### src/design/cct_pkg.sv
// Constants and types shared by the capture/compare timer files.
// Assumes a 32-bit Wishbone slave with word-aligned 16-bit registers.
package cct_pkg;
  // Register byte offsets
  localparam logic [7:0] OFS_CTRL = 8'h00; // Timer control register
  localparam logic [7:0] OFS_IOC  = 8'h04; // I/O control setting
  localparam logic [7:0] OFS_STAT = 8'h08; // Match and overflow flags
  localparam logic [7:0] OFS_IEN  = 8'h0C; // Interrupt enables
  localparam logic [7:0] OFS_CNT  = 8'h10; // Main count
  localparam logic [7:0] OFS_REG_A = 8'h14; // General register a
  localparam logic [7:0] OFS_REG_B = 8'h18; // General register b
  localparam logic [7:0] OFS_REG_C = 8'h1C; // General register c
  localparam logic [7:0] OFS_REG_D = 8'h20; // General register d

  // Control register field positions
  localparam int CTL_RUN  = 0;  // Counter runs
  localparam int CTL_CLR  = 1;  // Clear on match a
  localparam int CTL_CKS  = 2;  // Clock select, three bits
  localparam int CTL_LVL  = 8;  // Initial levels a..d, four bits
  localparam int CTL_BUFA = 12; // Register c buffers register a
  localparam int CTL_BUFB = 13; // Register d buffers register b
  localparam int CTL_STBY = 15; // Module standby

  // I/O control nibble per channel: [3] capture, [1:0] edge or action
  localparam int IOC_CAP  = 3;

  // Status bit of the overflow flag, match flags sit in bits 3..0
  localparam int STAT_WRAP = 4;

  // Reset values
  localparam logic [15:0] CTRL_RST = 16'h0000;
  localparam logic [15:0] IOC_RST  = 16'h0000;
  localparam logic [15:0] CNT_RST  = 16'h0000;
  localparam logic [15:0] REG_RST  = 16'hFFFF;
  localparam logic [15:0] CNT_MAX  = 16'hFFFF;

  // Clock select code for the external count clock
  localparam logic [2:0] CKS_EXT = 3'h4;

  // Capture edge codes; 1X means both edges
  localparam logic [1:0] EDGE_RISE = 2'h0;
  localparam logic [1:0] EDGE_FALL = 2'h1;

  // Compare output actions
  localparam logic [1:0] ACT_NONE = 2'h0;
  localparam logic [1:0] ACT_LOW  = 2'h1;
  localparam logic [1:0] ACT_HIGH = 2'h2;
  localparam logic [1:0] ACT_TOG  = 2'h3;

  // Bus handshake states
  typedef enum logic {BUS_IDLE, BUS_DONE} cct_bus_t;
endpackage : cct_pkg

### src/design/cct_edge.sv
// Input synchroniser with rising and falling edge detection.
// Assumes the input is a slow pin level, held two clocks or more.
`timescale 1ns/1ns
module cct_edge (
  input  wire logic clk_i,  // System clock
  input  wire logic rst_i,  // Synchronous reset, active high
  input  wire logic sig_i,  // Raw pin level
  output logic      rise_o, // One-cycle pulse on a rising edge
  output logic      fall_o  // One-cycle pulse on a falling edge
);
  logic [2:0] smp_ff;     // Sync stages plus previous sample
  logic [2:0] nxt_smp;    // Next sample chain

  // Shift chain; only stage 1 reads stage 0
  always_comb
  begin
    nxt_smp = {smp_ff[1:0], sig_i};
  end

  // Register the chain
  always_ff @(posedge clk_i)
  begin
    if (rst_i)
      smp_ff <= 3'h0;
    else
      smp_ff <= nxt_smp;
  end

  // Compare successive synchronised samples
  assign rise_o = smp_ff[1] & ~smp_ff[2];
  assign fall_o = ~smp_ff[1] & smp_ff[2];
endmodule : cct_edge

### src/design/cct_prescale.sv
// Count clock source: divided system clock or external clock edge.
// Assumes the external edge pulse comes from a synchronised pin.
`timescale 1ns/1ns
module cct_prescale (
  input  wire logic       clk_i,      // System clock
  input  wire logic       rst_i,      // Synchronous reset, active high
  input  wire logic [2:0] sel_i,      // Clock select
  input  wire logic       ext_rise_i, // External clock rising edge
  output logic            tick_o      // One-cycle count pulse
);
  logic [3:0] div_ff;     // Free-running divider
  logic [3:0] nxt_div;    // Next divider value
  logic       prev_ff;    // Previous selected divided level
  logic       nxt_prev;   // Next previous level
  logic       lvl;        // Selected divided level

  // Select one divider bit; codes 0..3 divide by 2, 4, 8, 16
  assign lvl = div_ff[sel_i[1:0]];

  // Next divider and level history
  always_comb
  begin
    nxt_div  = div_ff + 4'h1;
    nxt_prev = lvl;
  end

  // Register divider and history
  always_ff @(posedge clk_i)
  begin
    if (rst_i)
    begin
      div_ff  <= 4'h0;
      prev_ff <= 1'b0;
    end
    else
    begin
      div_ff  <= nxt_div;
      prev_ff <= nxt_prev;
    end
  end

  // Pulse on a rising selected level; a switch low to high also counts
  assign tick_o = (sel_i >= cct_pkg::CKS_EXT) ? ext_rise_i
                                              : (lvl & ~prev_ff);
endmodule : cct_prescale

### src/design/cct_timer.sv
// 16-bit capture/compare timer with four general registers.
// Assumes a classic Wishbone master and pins synchronous to clk_i.
// Summary of operation
// External count clock holds levels two cycles
// Match event fires as count leaves value
// Match drives pin with configured action
// Capture on rising, falling or both edges
// Capture input holds levels two cycles
// Clear on match a gives N+1 period
// Compare match sets its match flag
// Capture sets match flag when value stored
// Flag clears on read-one then write-zero
// Counter clear beats a counter write
// Counter write beats a count increment
// Increment on rising divided clock level
// Standby keeps pending interrupt request asserted
// Initial levels set pins until match
// Control write beats coinciding match pin change
// Software stops counter before control rewrite
// Edge codes 00 rise, 01 fall, 1X both
// Wrap to zero sets overflow flag
// Match sets pin low, high or toggles
// Buffer c loads register a on match
// Inputs synchronised, edges from successive samples
`timescale 1ns/1ns
module cct_timer (
  input  wire logic        clk_i,               // System clock
  input  wire logic        rst_i,               // Sync reset, high
  input  wire logic        wb_cyc_i,            // Bus cycle
  input  wire logic        wb_stb_i,            // Bus strobe
  input  wire logic        wb_we_i,             // Write enable
  input  wire logic [7:0]  wb_adr_i,            // Byte address
  input  wire logic [3:0]  wb_sel_i,            // Byte lanes
  input  wire logic [31:0] wb_dat_i,            // Write data
  output logic      [31:0] wb_dat_o,            // Read data
  output logic             wb_ack_o,            // Acknowledge
  input  wire logic        ext_clk_i,           // External count clock
  input  wire logic [3:0]  timer_pin_i,         // Pin levels a..d
  output logic      [3:0]  timer_pin_o,         // Pin drive a..d
  output logic      [3:0]  timer_pin_oe_o,      // Pin drive enable
  output logic             timer_irq_request_o  // Interrupt request
);
  cct_pkg::cct_bus_t bus_ff;       // Bus handshake state
  cct_pkg::cct_bus_t nxt_bus;      // Next handshake state
  logic [31:0]       dat_ff;       // Registered read data
  logic [31:0]       nxt_dat;      // Next read data
  logic [15:0]       ctrl_ff;      // Timer control register
  logic [15:0]       nxt_ctrl;
  logic [15:0]       ioc_ff;       // I/O control setting
  logic [15:0]       nxt_ioc;
  logic [4:0]        ien_ff;       // Interrupt enables
  logic [4:0]        nxt_ien;
  logic [4:0]        stat_ff;      // Match flags and overflow flag
  logic [4:0]        nxt_stat;
  logic [4:0]        seen_ff;      // Flags read while set
  logic [4:0]        nxt_seen;
  logic [15:0]       main_count_ff; // Main count
  logic [15:0]       nxt_count;
  logic [15:0]       general_reg_ff [4]; // General registers a..d
  logic [15:0]       nxt_general_reg [4];
  logic [3:0]        pin_ff;       // Pin levels
  logic [3:0]        nxt_pin;
  logic [3:0]        oe_ff;        // Pin drive enables
  logic              irq_ff;       // Interrupt request
  logic              nxt_irq;
  logic              take;         // Request taken this cycle
  logic              wr_ok;        // Write with both low lanes
  logic              wr_ctrl;      // Control write
  logic              wr_stat;      // Status write
  logic              rd_stat;      // Status read
  logic              wr_cnt;       // Count write
  logic              stby;         // Module standby
  logic              tick;         // Count pulse
  logic              tick_ok;      // Count pulse while running
  logic              clr_ev;       // Clear on match a
  logic              wrap_ev;      // Count wraps to zero
  logic              ext_rise;     // External clock rising edge
  logic [3:0]        is_cap;       // Channel in capture mode
  logic [3:0]        match_ev;     // Compare match events
  logic [3:0]        capt_ev;      // Capture events
  logic [3:0]        pin_rise;     // Capture pin rising edges
  logic [3:0]        pin_fall;     // Capture pin falling edges
  logic [15:0]       wdat;         // Low half of write data

  // Bus decode; standby blocks every register write except control
  assign take    = wb_cyc_i & wb_stb_i & (bus_ff == cct_pkg::BUS_IDLE);
  assign wr_ok   = take & wb_we_i & (wb_sel_i[1:0] == 2'h3);
  assign wr_ctrl = wr_ok & (wb_adr_i == cct_pkg::OFS_CTRL);
  assign wr_stat = wr_ok & ~stby & (wb_adr_i == cct_pkg::OFS_STAT);
  assign rd_stat = take & ~wb_we_i & (wb_adr_i == cct_pkg::OFS_STAT);
  assign wr_cnt  = wr_ok & ~stby & (wb_adr_i == cct_pkg::OFS_CNT);
  assign wdat    = wb_dat_i[15:0];
  assign stby    = ctrl_ff[cct_pkg::CTL_STBY];

  // External count clock is synchronised like any pin
  cct_edge u_ext_edge (
    .clk_i  (clk_i),
    .rst_i  (rst_i),
    .sig_i  (ext_clk_i),
    .rise_o (ext_rise),
    .fall_o ()
  );

  // Count pulse source
  cct_prescale u_prescale (
    .clk_i      (clk_i),
    .rst_i      (rst_i),
    .sel_i      (ctrl_ff[cct_pkg::CTL_CKS +: 3]),
    .ext_rise_i (ext_rise),
    .tick_o     (tick)
  );
  // Counter advances only while running and awake
  assign tick_ok = tick & ctrl_ff[cct_pkg::CTL_RUN] & ~stby;

  // Per-channel edge detection and event generation
  genvar g;
  for (g = 0; g < 4; g++)
  begin : g_ch
    logic [1:0] md;  // Edge or action code of this channel
    assign md = ioc_ff[4*g +: 2];
    assign is_cap[g] = ioc_ff[4*g + cct_pkg::IOC_CAP];
    // Capture pins need two-cycle levels
    cct_edge u_pin_edge (
      .clk_i  (clk_i),
      .rst_i  (rst_i),
      .sig_i  (timer_pin_i[g]),
      .rise_o (pin_rise[g]),
      .fall_o (pin_fall[g])
    );
    // Match in the last state of equality, as the count moves on
    assign match_ev[g] = tick_ok & ~is_cap[g] &
                         (main_count_ff == general_reg_ff[g]);
    // Edge select: 00 rising, 01 falling, 1X both
    assign capt_ev[g] = ~stby & is_cap[g] &
                        (md[1] ? (pin_rise[g] | pin_fall[g]) :
                         (md == cct_pkg::EDGE_FALL) ? pin_fall[g] :
                         pin_rise[g]);
  end
  // Clear on match a and wrap events; a count write drops the wrap
  assign clr_ev  = match_ev[0] & ctrl_ff[cct_pkg::CTL_CLR] & ~is_cap[0];
  assign wrap_ev = tick_ok & ~clr_ev & ~wr_cnt &
                   (main_count_ff == cct_pkg::CNT_MAX);
  // Bus handshake and read data
  always_comb
  begin
    nxt_bus = cct_pkg::BUS_IDLE;
    nxt_dat = dat_ff;
    if (take)
    begin
      nxt_bus = cct_pkg::BUS_DONE;
      case (wb_adr_i)
        cct_pkg::OFS_CTRL: nxt_dat = {16'h0000, ctrl_ff};
        cct_pkg::OFS_IOC:  nxt_dat = {16'h0000, ioc_ff};
        cct_pkg::OFS_STAT: nxt_dat = {27'h0000000, stat_ff};
        cct_pkg::OFS_IEN:  nxt_dat = {27'h0000000, ien_ff};
        cct_pkg::OFS_CNT:  nxt_dat = {16'h0000, main_count_ff};
        cct_pkg::OFS_REG_A: nxt_dat = {16'h0000, general_reg_ff[0]};
        cct_pkg::OFS_REG_B: nxt_dat = {16'h0000, general_reg_ff[1]};
        cct_pkg::OFS_REG_C: nxt_dat = {16'h0000, general_reg_ff[2]};
        cct_pkg::OFS_REG_D: nxt_dat = {16'h0000, general_reg_ff[3]};
        default:           nxt_dat = 32'h00000000; // Unmapped reads zero
      endcase
    end
  end

  // Configuration registers; control stays writable in standby
  always_comb
  begin
    nxt_ctrl = ctrl_ff;
    nxt_ioc  = ioc_ff;
    nxt_ien  = ien_ff;
    if (wr_ctrl)
      nxt_ctrl = wdat;
    if (wr_ok & ~stby & (wb_adr_i == cct_pkg::OFS_IOC))
      nxt_ioc = wdat;
    if (wr_ok & ~stby & (wb_adr_i == cct_pkg::OFS_IEN))
      nxt_ien = wdat[4:0];
  end

  // Main count: clear beats write, write beats increment
  always_comb
  begin
    nxt_count = main_count_ff;
    if (clr_ev)
      nxt_count = cct_pkg::CNT_RST;         // Period of N + 1
    else if (wr_cnt)
      nxt_count = wdat;                     // Increment dropped
    else if (tick_ok)
      nxt_count = main_count_ff + 16'h0001; // Wraps at the top
  end

  // General registers: bus write, then capture, then buffer moves
  always_comb
  begin
    for (int i = 0; i < 4; i++)
    begin
      nxt_general_reg[i] = general_reg_ff[i];
      if (wr_ok & ~stby & (wb_adr_i == cct_pkg::OFS_REG_A + 8'(4*i)))
        nxt_general_reg[i] = wdat;
      if (capt_ev[i])
        nxt_general_reg[i] = main_count_ff; // Capture the count
    end
    // Buffer register c feeds register a on match a
    if (ctrl_ff[cct_pkg::CTL_BUFA] & match_ev[0])
      nxt_general_reg[0] = general_reg_ff[2];
    if (ctrl_ff[cct_pkg::CTL_BUFB] & match_ev[1])
      nxt_general_reg[1] = general_reg_ff[3];
    // On capture the old value moves into the buffer
    if (ctrl_ff[cct_pkg::CTL_BUFA] & capt_ev[0])
      nxt_general_reg[2] = general_reg_ff[0];
    if (ctrl_ff[cct_pkg::CTL_BUFB] & capt_ev[1])
      nxt_general_reg[3] = general_reg_ff[1];
  end

  // Flags: cleared by read-one then write-zero, a new event wins
  always_comb
  begin
    nxt_stat = stat_ff;
    nxt_seen = seen_ff;
    if (rd_stat)
      nxt_seen = seen_ff | stat_ff;         // Remember bits read as one
    if (wr_stat)
    begin
      nxt_stat = stat_ff & ~(seen_ff & ~wdat[4:0]);
      nxt_seen = 5'h00;
    end
    nxt_stat[3:0] = nxt_stat[3:0] | match_ev | capt_ev;
    nxt_stat[cct_pkg::STAT_WRAP] = nxt_stat[cct_pkg::STAT_WRAP] | wrap_ev;
    // Request follows flags, which standby freezes
    nxt_irq = |(stat_ff & ien_ff);
  end

  // Pins: control write loads initial levels and beats a match
  always_comb
  begin
    nxt_pin = pin_ff;
    if (wr_ctrl)
      nxt_pin = wdat[cct_pkg::CTL_LVL +: 4];
    else
    begin
      for (int i = 0; i < 4; i++)
      begin
        if (match_ev[i])                     // Action on match
        begin
          case (ioc_ff[4*i +: 2])
            cct_pkg::ACT_LOW:  nxt_pin[i] = 1'b0;
            cct_pkg::ACT_HIGH: nxt_pin[i] = 1'b1;
            cct_pkg::ACT_TOG:  nxt_pin[i] = ~pin_ff[i];
            default:           nxt_pin[i] = pin_ff[i];
          endcase
        end
      end
    end
  end

  // Register every group of state
  always_ff @(posedge clk_i)
  begin
    if (rst_i)
    begin
      bus_ff        <= cct_pkg::BUS_IDLE;
      dat_ff        <= 32'h00000000;
      ctrl_ff       <= cct_pkg::CTRL_RST;
      ioc_ff        <= cct_pkg::IOC_RST;
      ien_ff        <= 5'h00;
      stat_ff       <= 5'h00;
      seen_ff       <= 5'h00;
      main_count_ff <= cct_pkg::CNT_RST;
      for (int i = 0; i < 4; i++)
        general_reg_ff[i] <= cct_pkg::REG_RST;
      pin_ff        <= 4'h0;
      oe_ff         <= 4'h0;
      irq_ff        <= 1'b0;
    end
    else
    begin
      bus_ff        <= nxt_bus;
      dat_ff        <= nxt_dat;
      ctrl_ff       <= nxt_ctrl;
      ioc_ff        <= nxt_ioc;
      ien_ff        <= nxt_ien;
      stat_ff       <= nxt_stat;
      seen_ff       <= nxt_seen;
      main_count_ff <= nxt_count;
      general_reg_ff <= nxt_general_reg;
      pin_ff        <= nxt_pin;
      oe_ff         <= ~is_cap;
      irq_ff        <= nxt_irq;
    end
  end

  // Outputs straight from flip-flops
  assign wb_dat_o            = dat_ff;
  assign wb_ack_o            = (bus_ff == cct_pkg::BUS_DONE);
  assign timer_pin_o         = pin_ff;
  assign timer_pin_oe_o      = oe_ff;
  assign timer_irq_request_o = irq_ff;
endmodule : cct_timer

### config.mk
export PLATFORM = sky130hd
export DESIGN_NAME = cct_timer
export DESIGN_NICKNAME = d
export VERILOG_FILES = /design/src/design/cct_pkg.sv /design/src/design/cct_edge.sv /design/src/design/cct_prescale.sv /design/src/design/cct_timer.sv
export SDC_FILE = /design/constraint.sdc
export NUM_CORES = 1
export LEC_CHECK = 0
export BUFFER_PORTS_ARGS = -buffer_cell sky130_fd_sc_hd__buf_2
export CAP_MARGIN = 10
export CORE_MARGIN = 2
export CORE_UTILIZATION = 30
export DETAILED_ROUTE_END_ITERATION = 16
export SLEW_MARGIN = 20
export SYNTH_ARGS = -nofsm -noshare
export SYNTH_HDL_FRONTEND = slang
export SYNTH_SLANG_ARGS = --single-unit
### constraint.sdc
create_clock -name clk_i -period 2.5 [get_ports clk_i]
set_clock_uncertainty 0.15 [all_clocks]
set_input_delay 0.25 -clock clk_i [delete_from_list [all_inputs] [get_ports clk_i]]
set_output_delay 0.25 -clock clk_i [all_outputs]
set_load 0.005 [all_outputs]
---- Word-level counts from Yosys, hierarchy flattened ----
Index checks and enable logic that the tools add are counted.
storage, ports and cells
  bits in registers ....................... 189
  logic and storage cells ................. 203
  output and inout port bits .............. 42
  input bits .............................. 54
operators by class
  equal/unequal tests ..................... 26
  bitwise operators ....................... 90
  order comparisons ....................... 2
  reduce and logical (&&, ||, !) cells .... 21
  add/subtract/negate cells ............... 2
  multiplexer cells ....................... 37
operators by type and width
  operator                 count
  $mux W16                 14
  $pmux W16 S9             1
  $eq A16 B16 Y1           4
  $and A1 B1 Y1            53
  $eq A8 B5 Y1 const B     4
  $not A1 Y1               23
  $eq A2 B2 Y1 const B     9
  $add A16 B1 Y16 const B  1
  $eq A16 B16 Y1 const B   1
  $eq A8 B4 Y1 const B     2
  $reduce_bool A4 Y1       4
  $and A5 B5 Y5            3
  $mux W1                  15
  $pmux W1 S3              4
  $reduce_bool A3 Y1       4
  $not A5 Y5               2
  $reduce_bool A2 Y1       5
  $eq A2 B1 Y1 const B     4
  $eq A8 B3 Y1 const B     1
  $eq A8 B6 Y1 const B     1
  $logic_not A8 Y1         1
  $or A4 B4 Y4             2
  $reduce_and A2 Y1        4
  $mux W5                  1
  10 further kinds         15

---- Depth between registers and ports, before layout ----
  depth in word-level cells ............... 15
  mapped depth ............................ 10

---- Cells and area by module ----
Synthesis repeated with hierarchy kept, for this count alone.
unflattened totals
  cells, all modules ...................... 1120
  area total of the unflattened synthesis .. 9576.7 um^2
by module, submodules not included
  module        area each (um^2)  seq. area each (um^2)  cells an instance  instances
  cct_timer     8912.3            3062.9                 1061               1
  cct_edge      91.3              60.1                   8                  5
  cct_prescale  207.7             100.1                  19                 1

---- Least setup slack after synthesis ----
Ideal clock, no wire load.
  path kind ............................... input to register
  from .................................... input wb_adr_i[4]
  to ...................................... register general_reg_ff[38] (netlist name)
  buffers on the path ..................... 4
  arrival time ............................ 2267 ps
  stages on the path ...................... 10
  slack ................................... -37 ps
  path through ............................ buf_4 or4b_1 buf_2 nor3_4 and2_4 buf_8 buf_12 mux2i_1 a211oi_2 a211o_1
on the way
  word-level cells in the longest chain between the ends .. 3
ends and longest elaborated chain
  what                                 line              text
  from (decl)                          cct_timer.sv:32   input wire logic [7:0] wb_adr_i,
  $eq A8 B5 Y1                         cct_timer.sv:198  if (wr_ok & ~stby & (wb_adr_i == cct_pkg::OFS_REG_A + 8'(4*i)))
  $and A1 B1 Y1                        cct_timer.sv:198
  $reduce_bool A3 Y1 (no source line)  n/a
  to (signal, indexed assignment)      cct_timer.sv:270  general_reg_ff[i] <= cct_pkg::REG_RST;
  to (signal assigned)                 cct_timer.sv:285  general_reg_ff <= nxt_general_reg;
  to (decl)                            cct_timer.sv:59   logic [15:0] general_reg_ff [4];
Every way passes these cells.
A chain may end at the register's enable or synchronous reset.

---- Final worst setup path ----
  from .................................... register main_count_ff[7]
  to ...................................... register general_reg_ff[38] (netlist name)
on the way
  word-level cells in the longest chain between the ends .. 4
ends and longest elaborated chain
  what                                                             line              text
  from (decl)                                                      cct_timer.sv:57   logic [15:0] main_count_ff;
  from (signal assigned)                                           cct_timer.sv:268  main_count_ff <= cct_pkg::CNT_RST;
  from (signal assigned)                                           cct_timer.sv:284  main_count_ff <= nxt_count;
  $eq A16 B16 Y1 *                                                 cct_timer.sv:132  (main_count_ff == general_reg_ff[g]);
  $and A1 B1 Y1 *                                                  cct_timer.sv:131  assign match_ev[g] = tick_ok & ~is_cap[g] &
  $and A1 B1 Y1 *                                                  cct_timer.sv:206  if (ctrl_ff[cct_pkg::CTL_BUFB] & match_ev[1])
  $reduce_bool A3 Y1 (no source line) or $mux W16 (tied branches)  n/a
Every way passes the cells marked *; elsewhere a longest branch is shown, timed or not.

==> results_dict.tcl <==
set metrics [dict create \
    status "finished, final reports clean" \
    seq_power_share_pct 46.4 \
    final_cells 1708 \
    avgSynthCellArea_um2 8.48 \
    ys_ff_latch 173 \
    drtPass1Iterations 5 \
    criticalPathCategory "flop to flop" \
    num-fill-cells 3336 \
    yosysWarnings 0 \
    synth_cell_types 72 \
    finalNetCount 1320 \
    crit_arrival_ps 2610 \
    cts_tree "built" \
    row_count 66 \
    grt_max_degree 72 \
    core-area_um2 32400 \
    seq_area_frac_synth_pct 35.3 \
    setup_tns_ps 0 \
    worstPathRequired_ps 2680 \
    grt_use_total_pct 20.5 \
    clockBufferDepth 2 \
    wl_per_cell_um 20.5 \
    initialDrtViolationCount 814 \
    rsz0062_at_grt "true" \
    remaining_drc_errors 0 \
    fin_crit_sh_pct 97.1 \
    area_growth_pct 22.3 \
    grt_pass1_vias 8635 \
    r2r-start "main_count_ff[7]$_SDFFE_PP0P_" \
    synthTopCellsByArea "dfxtp_1 35%, mux2i_1 8.0%, nand2_1 5.0%" \
    syn_area_um2 9820 \
    cts_sinks 173 \
    seq_area_um2 3470 \
    gp_congestion 0.934 \
    yosysTopAreaCellShare_pct 35.3 \
    hp-class "input port to flop" \
    tightest_slew_ps 1030 \
    wl_mm 35.1 \
    initial_core_util_pct 30.3 \
    peakVddDrop_v 0.000534 \
    antenna_found_initial 0 \
    cp-end-kind "flop" \
    startpoint "main_count_ff[7]$_SDFFE_PP0P_" \
    slew_headroom_pct 30.8 \
    antennaDiodeCount 0 \
    grt_pass1_wl_mm 52.8 \
    io_pins 96 \
    port_buffers 61 \
    clkPwrFrac_pct 48.4 \
    cts_root_buf "clkbuf_16" \
    synth_most_common_cell "dfxtp_1" \
    die_h_um 185 \
    finalCriticalPeriod_ps 2430 \
    dieArea_um2 34200 \
    crit_fanout 8 \
    synth_edf_count 0 \
    timing.fmax_mhz 412 \
    ant_nets 0 \
    clk_latency_ps 440 \
    path_clk_slew_ps 70 \
    h-tree-depth 4 \
    crit_path_start_kind "flop" \
    die_x_um 185 \
    hold_viol 0 \
    drv_cap 0 \
    synth_common_cells "173 x dfxtp_1, 132 x nand2_1, 95 x a21oi_1" \
    cts_buffers 17 \
    slew_violations 0 \
    drive_above_1_share_pct 19.9 \
    setup_viol 0 \
    power_per_cell_area_nw_per_um2 499 \
    synth_flop_cell "dfxtp_1" \
    intPower_w 0.00453 \
    holdWs_ps 23.5 \
    swShare_pct 24.4 \
    async_reset_ff_share_pct 0 \
    via_per_inst 5.40 \
    min_from "wb_dat_i[15]" \
    place_inst 1666 \
    p_switching_w 0.00146 \
    syn_inst 1158 \
    overflow 0 \
    p_leak_nw 4.64 \
    hpwlAfterDp_mm 25.2 \
    synth_top_cell_by_area "dfxtp_1" \
    combPwrFrac_pct 5.2 \
    num_vias 9222 \
    multi_input_area_um2 5840 \
]
state kept, by name (all words and copies together) (netlist names):
register                flops
u_ext_edge.smp_ff           3
ctrl_ff                    16
seen_ff                     5
u_prescale.prev_ff          1
stat_ff                     5
timer_pin_o                 4
ien_ff                      5
general_reg_ff             64
u_prescale.div_ff           4
g_ch.u_pin_edge.smp_ff     12
wb_ack_o                    1
ioc_ff                     16
wb_dat_o                   16
timer_irq_request_o         1
main_count_ff              16
timer_pin_oe_o              4
worst max-delay path, stage by stage, from the launching register on:
cell and delay, ps:
dfxtp_2 350, buf_4 160, a222oi_1 450, nand3_1 120, buf_4 190, nor4_4 240, buf_4 180, clkbuf_16 170
a211oi_2 40, a211o_1 270
final timing paths:
| path | end | slack, ps | depth (start not counted) |
|---|---|---|---|
| max | general_reg_ff[38]$_SDFFE_PP1P_ | 70 | 9 |
| min | ioc_ff[15]$_SDFFE_PP0P_ | 20 | 3 |
| max reg2reg | general_reg_ff[38]$_SDFFE_PP1P_ | 70 | 9 |
| min reg2reg | g_ch[1].u_pin_edge.smp_ff[1]$_SDFF_PP0_ | 290 | 1 |
placed cells by master (no fill, tap or decap), types with 7 or more instances in the layout:
| master | instances |
|---|---|
| clkbuf_16 | 18 |
| nand4_1 | 8 |
| nor2b_1 | 14 |
| dfxtp_1 | 168 |
| mux2i_1 | 78 |
| a211oi_2 | 10 |
| nand3b_1 | 7 |
| nor2_1 | 70 |
| inv_1 | 30 |
| dlygate4sd3_1 | 8 |
| mux4_2 | 7 |
| a31oi_1 | 7 |
| ha_1 | 13 |
| a22oi_1 | 16 |
| mux2_2 | 8 |
| a21oi_1 | 95 |
| nor3_1 | 17 |
| a211o_1 | 50 |
| o21ai_0 | 25 |
| o21ai_1 | 15 |
| buf_4 | 92 |
| conb_1 | 16 |
| nand3_1 | 27 |
| a22o_1 | 16 |
| o22ai_1 | 34 |
| xnor2_1 | 36 |
| xor2_1 | 38 |
| a211oi_1 | 25 |
| buf_12 | 15 |
| buf_2 | 60 |
| nor4_1 | 9 |
| nand2_1 | 132 |
power groups by stage:
stage	Sequential [W]	Clock [W]	Combinational, W
floorplan	0.00284	0	0.000182
global placement	0.00284	0	0.000295
detailed placement	0.00284	0	0.000297
CTS	0.00278	0.00293	0.000308
global route	0.00278	0.00305	0.000335
finish	0.00278	0.00290	0.000313
layer usage:
metal	global-route usage, %	part of all wire (%)	vias to the layer above
met2	32.2	45	423
li1	-	-	4349
met3	3.38	7.5	47
met4	6.32	2.3	0
met5	0	0	-
met1	28.5	45	4403
cells by family (layout without fill, tap and decap cells):
kind of cell | after synthesis | after routing | synth area share, %
flip-flops | 173 | 173 | 35.3
adder cells (fa/ha/maj) | 13 | 13 | 1.66
XOR/XNOR | 75 | 75 | 6.69
multiplexers | 93 | 93 | 10.5
AND/OR/NAND/NOR | 326 | 326 | 16.1
AO/OA/AOI/OAI | 330 | 330 | 23.1
other | 1 | 16 | 0.0382
buffers and inverters | 147 | 240 | 6.73
cell type report:
class	instances	area share, %
Sequential cell	173	28.9
Inverter	32	1.00
Multi-Input combinational cell	853	48.6
Clock buffer	19	3.77
Clock inverter	13	1.45
Tap cell	442	4.61
Timing Repair Buffer	176	11.6
per-stage QoR:
stage / area [um2] / total power (W) / utilization (%) / worst slack [ps]
2_1_floorplan: 9870 / 0.00303 / - / 11.7
3_3_place_gp: 11200 / 0.00314 / 34.7 / 28.8
3_5_place_dp: 11200 / 0.00314 / 34.7 / 32.1
4_1_cts: 11900 / 0.00602 / 36.9 / 23.3
5_1_grt: 12000 / 0.00617 / 37.1 / -38.1
6_report: 12000 / 0.00600 / 37.1 / 71.4
timing repair:
| action | CTS | global route |
|---|---|---|
| setup endpoints to repair | 0 | 44 |
| setup buffers | 0 | 1 |
| hold endpoints to repair | 9 | 0 |
| hold buffers | 8 | 0 |
| resized for setup | 0 | 9 |
Note: power is estimated with default switching activity, not from simulation.
